==> config.mk <==
export PLATFORM = sky130hd
export DESIGN_NAME = ddrmpr_readout
export DESIGN_NICKNAME = d
export VERILOG_FILES = /design/src/ddrmpr_pkg.sv /design/src/ddrmpr_readout.sv
export SDC_FILE = /design/constraint.sdc
export NUM_CORES = 1
export LEC_CHECK = 0
export BUFFER_PORTS_ARGS = -buffer_cell sky130_fd_sc_hd__buf_2
export CORE_UTILIZATION = 25
export CTS_BUF_LIST = sky130_fd_sc_hd__clkbuf_4 sky130_fd_sc_hd__clkbuf_8
export CTS_CLUSTER_SIZE = 8
export DETAILED_ROUTE_END_ITERATION = 7
export PLACE_DENSITY = 0.44
export SLEW_MARGIN = 25
export SYNTH_ARGS = -nofsm -noshare
export SYNTH_HDL_FRONTEND = slang
export SYNTH_SLANG_ARGS = --single-unit
==> constraint.sdc <==
create_clock -name mclk -period 2.2 [get_ports mclk]
set_input_delay 0.11 -clock mclk [delete_from_list [all_inputs] [get_ports mclk]]
set_output_delay 0.11 -clock mclk [all_outputs]
set_load 0.02 [all_outputs]
==> src/ddrmpr_pkg.sv <==
// package: constants and carrier types for the calibration-register readout block
package ddrmpr_pkg;

  localparam int unsigned BA_W          = 3;
  localparam int unsigned ADDR_W        = 14;
  localparam int unsigned LANE_W        = 8;
  localparam int unsigned BURST_LEN     = 8;
  localparam int unsigned CHOP_LEN      = 4;
  localparam int unsigned BEAT_W        = 3;
  localparam int unsigned READ_LATENCY  = 6;
  localparam int unsigned LAT_W         = 4;

  // mode register 3 field positions
  localparam logic [BA_W-1:0] MR3_SEL   = 3'h3;
  localparam int unsigned MR3_EN_BIT    = 2;
  localparam int unsigned MR3_LOC_LSB   = 0;
  localparam int unsigned MR3_LOC_MSB   = 1;
  // read address bits
  localparam int unsigned RD_HALF_BIT   = 2;
  localparam int unsigned RD_CHOP_BIT   = 12;

  localparam logic [1:0] LOC_PATTERN    = 2'h0;
  // beat order 0..7, bit 0 is first beat: alternating 0,1,0,1,...
  localparam logic [BURST_LEN-1:0] CAL_PATTERN = 8'hAA;
  localparam logic [BEAT_W-1:0] HALF_START     = 3'h4;
  localparam logic [BEAT_W-1:0] BEAT_ZERO      = 3'h0;
  localparam logic [LAT_W-1:0]  LAT_ZERO       = 4'h0;

  typedef enum logic [2:0] {
    DDRMPR_CMD_NOP,
    DDRMPR_CMD_MRS,
    DDRMPR_CMD_RD,
    DDRMPR_CMD_RDA,
    DDRMPR_CMD_WR,
    DDRMPR_CMD_OTHER
  } ddrmpr_cmd_t;

  typedef struct packed {
    logic              valid;
    ddrmpr_cmd_t       cmd;
    logic [BA_W-1:0]   bank;
    logic [ADDR_W-1:0] addr;
  } ddrmpr_req_t;

  typedef struct packed {
    logic              valid;
    logic              from_array;
    logic [LANE_W-1:0] lower_data_lane;
    logic [LANE_W-1:0] upper_data_lane;
  } ddrmpr_dout_t;

endpackage

==> src/ddrmpr_readout.sv <==
// calibration-register read mode of the sdram command decoder
module ddrmpr_readout (
  input  wire logic                   mclk,
  input  wire logic                   rst_b,
  input  wire ddrmpr_pkg::ddrmpr_req_t req,
  input  wire logic                   copy_lanes,
  output logic                        mode_active,
  output logic                        precharge_req,
  output ddrmpr_pkg::ddrmpr_dout_t    dout
);
  import ddrmpr_pkg::*;

  // ************************************************************
  // mode register state
  // ************************************************************
  logic             en_reg;
  logic [1:0]       loc_reg;
  logic             is_mr3;

  assign is_mr3 = req.valid && req.cmd == DDRMPR_CMD_MRS && req.bank == MR3_SEL;

  always_ff @(posedge mclk) begin
    if (!rst_b) begin
      en_reg <= 1'b0;
    end else if (is_mr3) begin
      en_reg <= req.addr[MR3_EN_BIT];
    end
  end

  // location kept even with the mode off; it is only consulted while enabled
  always_ff @(posedge mclk) begin
    if (!rst_b) begin
      loc_reg <= LOC_PATTERN;
    end else if (is_mr3) begin
      loc_reg <= req.addr[MR3_LOC_MSB:MR3_LOC_LSB];
    end
  end

  always_ff @(posedge mclk) begin
    if (!rst_b) begin
      mode_active <= 1'b0;
    end else begin
      mode_active <= is_mr3 ? req.addr[MR3_EN_BIT] : en_reg;
    end
  end

  // ************************************************************
  // read launch: latency delay then burst
  // ************************************************************
  typedef enum logic [1:0] {DDRMPR_IDLE, DDRMPR_WAIT, DDRMPR_BURST} ddrmpr_state_t;

  ddrmpr_state_t     state_reg;
  logic [LAT_W-1:0]  lat_reg;
  logic [BEAT_W-1:0] beat_reg;
  logic [BEAT_W-1:0] last_reg;
  logic              cal_reg;
  logic [1:0]        rd_loc_reg;
  logic              is_read;
  logic              chop;

  assign is_read = req.valid && (req.cmd == DDRMPR_CMD_RD || req.cmd == DDRMPR_CMD_RDA);
  assign chop    = req.addr[RD_CHOP_BIT];

  logic [BEAT_W-1:0] start_beat;
  logic [BEAT_W-1:0] end_beat;

  // half select only means something for a chopped calibration read
  always_comb begin
    start_beat = BEAT_ZERO;
    end_beat   = BEAT_W'(BURST_LEN - 1);
    if (chop) begin
      if (en_reg && req.addr[RD_HALF_BIT]) begin
        start_beat = HALF_START;
      end else begin
        end_beat = BEAT_W'(CHOP_LEN - 1);
      end
    end
  end

  // a new read during a running burst is dropped; back-to-back reads need tccd spacing upstream
  always_ff @(posedge mclk) begin
    if (!rst_b) begin
      state_reg  <= DDRMPR_IDLE;
      lat_reg    <= LAT_ZERO;
      beat_reg   <= BEAT_ZERO;
      last_reg   <= BEAT_ZERO;
      cal_reg    <= 1'b0;
      rd_loc_reg <= LOC_PATTERN;
    end else begin
      unique case (state_reg)
        DDRMPR_IDLE: begin
          if (is_read) begin
            state_reg  <= DDRMPR_WAIT;
            lat_reg    <= LAT_W'(READ_LATENCY - 1);
            cal_reg    <= en_reg;
            rd_loc_reg <= loc_reg;
            beat_reg   <= start_beat;
            last_reg   <= end_beat;
          end
        end
        DDRMPR_WAIT: begin
          if (lat_reg == LAT_ZERO) begin
            state_reg <= DDRMPR_BURST;
          end else begin
            lat_reg <= lat_reg - LAT_W'(1);
          end
        end
        DDRMPR_BURST: begin
          if (beat_reg == last_reg) begin
            state_reg <= DDRMPR_IDLE;
          end else begin
            beat_reg <= beat_reg + BEAT_W'(1);
          end
        end
      endcase
    end
  end

  // ************************************************************
  // auto-precharge request to the bank logic
  // ************************************************************
  always_ff @(posedge mclk) begin
    if (!rst_b) begin
      precharge_req <= 1'b0;
    end else begin
      precharge_req <= req.valid && req.cmd == DDRMPR_CMD_RDA && !en_reg;
    end
  end

  // ************************************************************
  // data lanes
  // ************************************************************
  logic                 bit_now;
  logic [BURST_LEN-1:0] pat_word;
  logic [LANE_W-1:0]    lower_word;
  logic [LANE_W-1:0]    upper_word;

  always_comb begin
    unique case (rd_loc_reg)
      LOC_PATTERN: begin
        pat_word = CAL_PATTERN;
      end
      default: begin
        // reserved codes have no content; reuse the pattern so lanes stay defined
        pat_word = CAL_PATTERN;
      end
    endcase
  end

  assign bit_now = pat_word[beat_reg];

  ddrmpr_lane_fill #(
    .WIDTH (LANE_W)
  ) u_lower (
    .stream_bit (bit_now),
    .copy_bit   (copy_lanes),
    .cal_sel    (cal_reg),
    .lane_word  (lower_word)
  );

  ddrmpr_lane_fill #(
    .WIDTH (LANE_W)
  ) u_upper (
    .stream_bit (bit_now),
    .copy_bit   (copy_lanes),
    .cal_sel    (cal_reg),
    .lane_word  (upper_word)
  );

  always_ff @(posedge mclk) begin
    if (!rst_b) begin
      dout <= '0;
    end else if (state_reg == DDRMPR_BURST) begin
      dout.valid           <= 1'b1;
      dout.from_array      <= !cal_reg;
      dout.lower_data_lane <= lower_word;
      dout.upper_data_lane <= upper_word;
    end else begin
      dout <= '0;
    end
  end

endmodule // ddrmpr_readout

// ************************************************************
// one data lane: bit 0 carries the stream, upper bits copy or zero
// ************************************************************
// array data is not modelled, so a non-calibration beat drives zero
module ddrmpr_lane_fill #(
  parameter int unsigned WIDTH = 8
) (
  input  wire logic        stream_bit,
  input  wire logic        copy_bit,
  input  wire logic        cal_sel,
  output logic [WIDTH-1:0] lane_word
);
  always_comb begin
    lane_word = '0;
    if (cal_sel) begin
      if (copy_bit) begin
        lane_word = {WIDTH{stream_bit}};
      end else begin
        lane_word = {{(WIDTH-1){1'b0}}, stream_bit};
      end
    end
  end
endmodule // ddrmpr_lane_fill

==> metrics.txt <==
# TYPE chip_impl_metric gauge
chip_impl_metric{name="drt_pass1_iterations",unit=""} 4
chip_impl_metric{name="dpl.cell_count",unit=""} 179
chip_impl_metric{name="syn-cell-area",unit="um^2"} 1000
chip_impl_info{name="commonest_non_fill_non_tap_cell_in_the_layout",value="sky130_fd_sc_hd__buf_2"} 1
chip_impl_metric{name="dr_wl_met2",unit="um"} 951
chip_impl_metric{name="die_h",unit="um"} 65.2
chip_impl_metric{name="synthesis.nets",unit=""} 142
chip_impl_info{name="worst_hold_startpoint",value="copy_lanes"} 1
chip_impl_info{name="status",value="completed"} 1
chip_impl_metric{name="drt.antenna.violating_nets",unit=""} 0
chip_impl_metric{name="dr_total_vias",unit=""} 842
chip_impl_metric{name="maximum_number_of_pins_on_one_net_before_global_route_repair",unit=""} 15
chip_impl_info{name="reg2reg_to",value="bit_now"} 1
chip_impl_metric{name="peak_clock_frequency_supported_by_timing",unit="GHz"} 0.556
chip_impl_metric{name="worst_slew_margin_rel",unit="%"} 67.4
chip_impl_metric{name="routed_wirelength",unit="mm"} 2.06
chip_impl_metric{name="design.core.area",unit="mm^2"} 0.00374
chip_impl_metric{name="power.leakage",unit="nW"} 0.531
chip_impl_metric{name="global_route_usage_over_all_layers",unit="%"} 10.4
chip_impl_metric{name="numClockSinks",unit=""} 19
chip_impl_metric{name="min_period_over_period",unit="%"} 81.7
chip_impl_metric{name="cts_setup_buffers",unit=""} 0
chip_impl_info{name="crit_chain",value="inv_1, ha_1, nand4b_1, o21ai_0, buf_4, a31oi_1, a311oi_1"} 1
chip_impl_metric{name="timing.max_cap.violations",unit=""} 0
chip_impl_info{name="mostFrequentLayoutCells",value="sky130_fd_sc_hd__buf_2 (31), sky130_fd_sc_hd__dfxtp_1 (19), sky130_fd_sc_hd__nor2_1 (10), sky130_fd_sc_hd__nand2_1 (8), sky130_fd_sc_hd__inv_1 (7)"} 1
chip_impl_metric{name="detail_route.drc_violations",unit=""} 0
chip_impl_metric{name="avgRoutedWirePerCell",unit="um"} 11.3
chip_impl_metric{name="detailedRoute.firstIterationViolations",unit=""} 10
chip_impl_info{name="setup_repair_after_global_routing_missed_its_margin",value="no"} 1
chip_impl_info{name="endpoint_kind",value="flip-flop"} 1
chip_impl_metric{name="ff2ff_setup_slack",unit="ns"} 0.40
chip_impl_metric{name="syn_to_final_growth",unit="%"} 16.6
chip_impl_info{name="top_signal_layer_used",value="met4"} 1
chip_impl_metric{name="final_cell_area_excluding_filler_cells",unit="mm^2"} 0.00117
chip_impl_info{name="worst_setup_path_startpoint",value="state_reg[0]"} 1
chip_impl_info{name="worstHoldPathType",value="in2reg"} 1
chip_impl_metric{name="setup_tns",unit="ns"} 0
chip_impl_metric{name="layout.cells.non_filler",unit=""} 183
chip_impl_metric{name="htreeDepth",unit=""} 1
chip_impl_info{name="worst_hold_path.endpoint",value="dout[6]"} 1
chip_impl_metric{name="setup_ws",unit="ns"} 0.402
chip_impl_info{name="root_buffer_selected_by_cts",value="sky130_fd_sc_hd__clkbuf_8"} 1
chip_impl_metric{name="dp_hpwl",unit="mm"} 1.57
chip_impl_metric{name="cts.path.max_buffers",unit=""} 2
chip_impl_metric{name="fraction_of_layout_cells_with_a_size_suffix_above_1",unit="%"} 30.4
chip_impl_metric{name="antenna-diode-count",unit=""} 0
chip_impl_metric{name="yosysWarningCount",unit=""} 0
chip_impl_metric{name="overflow",unit=""} 0
chip_impl_metric{name="initial_core_util",unit="%"} 26.7
chip_impl_metric{name="worst_margin_slew",unit="ns"} 0.489
chip_impl_metric{name="wirelength_met1",unit="um"} 983
chip_impl_metric{name="async_flop_share",unit="%"} 0
chip_impl_metric{name="clk_pin_slew",unit="ns"} 0.08
chip_impl_metric{name="synth-edff-count",unit=""} 0
chip_impl_metric{name="pwr_cell_area",unit="mW/mm^2"} 1030
chip_impl_metric{name="netlist_instances",unit=""} 113
chip_impl_metric{name="postLayoutCoreUtil",unit="%"} 31.1
chip_impl_metric{name="hold_viol_final",unit=""} 0
chip_impl_metric{name="port_buffers",unit=""} 31
chip_impl_metric{name="detailed_place.area",unit="mm^2"} 0.00112
chip_impl_metric{name="die_w",unit="um"} 65.2
chip_impl_metric{name="grt_antenna_before_repair",unit=""} 0
chip_impl_metric{name="num-fill-cells",unit=""} 420
chip_impl_metric{name="count_of_state_elements_after_synthesis",unit=""} 19
chip_impl_metric{name="worstPathArrival",unit="ns"} 1.95
chip_impl_metric{name="via_count_of_the_first_global_routing_pass",unit=""} 789
chip_impl_metric{name="finalSetupViolations",unit=""} 0
chip_impl_metric{name="synth-seq-area-share",unit="%"} 38.0
chip_impl_info{name="reg2reg_from",value="state_reg[0]"} 1
chip_impl_metric{name="core.rowCount",unit=""} 22
chip_impl_metric{name="clock_latency",unit="ns"} 0.26
chip_impl_metric{name="wire_length_of_the_first_global_routing_pass",unit="mm"} 3.45
chip_impl_info{name="critPathLaunchType",value="flip-flop"} 1
chip_impl_metric{name="peak_vdd_ir",unit="uV"} 646
chip_impl_metric{name="io_pins",unit=""} 44
chip_impl_metric{name="report.final.slew_viol_count",unit=""} 0
chip_impl_metric{name="crit_fanout",unit=""} 9
chip_impl_info{name="slowest_stage",value="sky130_fd_sc_hd__ha_1"} 1
chip_impl_metric{name="worstPathRequired",unit="ns"} 2.35
chip_impl_metric{name="postSynthAreaPerCell",unit="um^2"} 8.85
chip_impl_metric{name="finish.net_count",unit=""} 165
chip_impl_metric{name="period_needed",unit="ns"} 1.80
chip_impl_metric{name="cp_peak_stage_delay",unit="ns"} 0.34
chip_impl_info{name="clock_tree_from_tritoncts",value="built"} 1
chip_impl_info{name="dominantRegCellSynth",value="sky130_fd_sc_hd__dfxtp_1"} 1
chip_impl_metric{name="ff2ff_path_depth",unit=""} 7
chip_impl_metric{name="met3_routed_length",unit="um"} 113
chip_impl_metric{name="floorplan.die_area",unit="mm^2"} 0.00426
chip_impl_metric{name="vias_per_cell",unit=""} 4.60
chip_impl_metric{name="tritoncts.num_buffers",unit=""} 3
chip_impl_metric{name="hold_buffers",unit=""} 0
chip_impl_info{name="criticalPathCategory",value="reg2reg"} 1
chip_impl_metric{name="cts_resized",unit=""} 0
chip_impl_metric{name="count_of_unique_library_cells_instantiated_by_yosys",unit=""} 35
chip_impl_metric{name="dp_worst_setup_slack",unit="ns"} 0.403
chip_impl_metric{name="worstHoldPathCells",unit=""} 2
chip_impl_metric{name="globalplace.congestion",unit=""} 0.739
chip_impl_metric{name="worst_clock_skew",unit="ns"} 0.00521
[critical path: cells and delay by family (launching register included)]
family	cells	cell delay, ns
compound gates	3	0.51
flops	1	0.33
fa+ha+maj	1	0.34
simple gates	1	0.27
buf+inv	2	0.24
[through the flow]
stage               power [mW]  hold WS [ns]
floorplan                0.824         0.219
global placement         0.950         0.321
detailed placement       0.958         0.317
CTS                       1.21        0.0498
global route              1.29        0.0598
finish                    1.20        0.0533
[synthesized netlist by cell type (3+ instances only)]
master                      n  area (um^2)
sky130_fd_sc_hd__nand2_1    8         30.0
sky130_fd_sc_hd__a31oi_1    4         25.0
sky130_fd_sc_hd__a21oi_1    3         15.0
sky130_fd_sc_hd__ha_1       5         62.6
sky130_fd_sc_hd__a311oi_1   3         26.3
sky130_fd_sc_hd__buf_4     15          113
sky130_fd_sc_hd__o21ai_0    4         20.0
sky130_fd_sc_hd__dfxtp_1   19          380
sky130_fd_sc_hd__nor3_1     4         20.0
sky130_fd_sc_hd__nor2_1    10         37.5
sky130_fd_sc_hd__inv_1      7         26.3
[per-layer routing]
| layer | track usage [%] | vias to the layer above |
|---|---|---|
| li1 | - | 437 |
| met1 | 12.3 | 375 |
| met2 | 18.7 | 28 |
| met3 | 3.30 | 2 |
| met4 | 1.63 | 0 |
| met5 | 0 | - |
[report_power, final]
part / switching, mW / internal [mW]
Combinational: 0.282 / 0.219
Sequential: 0.0488 / 0.406
Clock: 0.121 / 0.126
[layout make-up]
type / count / area (um^2) / area share, %
multi-input cells: 70 / 472 / 40.5
inverters: 8 / 30.0 / 2.58
clock inverters: 1 / 5.00 / 0.429
well taps: 48 / 60.1 / 5.15
flip-flops and latches: 19 / 380 / 32.6
clock buffers: 3 / 41.3 / 3.54
repair buffers: 34 / 178 / 15.2
[cells by family (layout without fill, tap and decap cells)]
logic type               count (synthesis)  in the layout  share of synthesized area (%)
adder cells (fa/ha/maj)                  5              5                           6.26
XOR/XNOR                                 1              1                           1.63
multiplexers                             2              2                           2.00
flip-flops                              19             19                           38.0
buffers and inverters                   24             46                           14.8
AND/OR/NAND/NOR                         35             35                           17.6
AO/OA/AOI/OAI                           27             27                           19.6
[worst max path at each step]
stage / end / depth (start not counted) / slack (ns)
2_1_floorplan: beat_reg[0] / 7 / 0.64
3_3_place_gp: lat_reg[3] / 6 / 0.40
3_5_place_dp: beat_reg[0] / 7 / 0.40
4_1_cts: bit_now / 7 / 0.40
5_1_grt: bit_now / 7 / 0.22
6_report: bit_now / 7 / 0.40
Power figures use the tool's default switching activity.
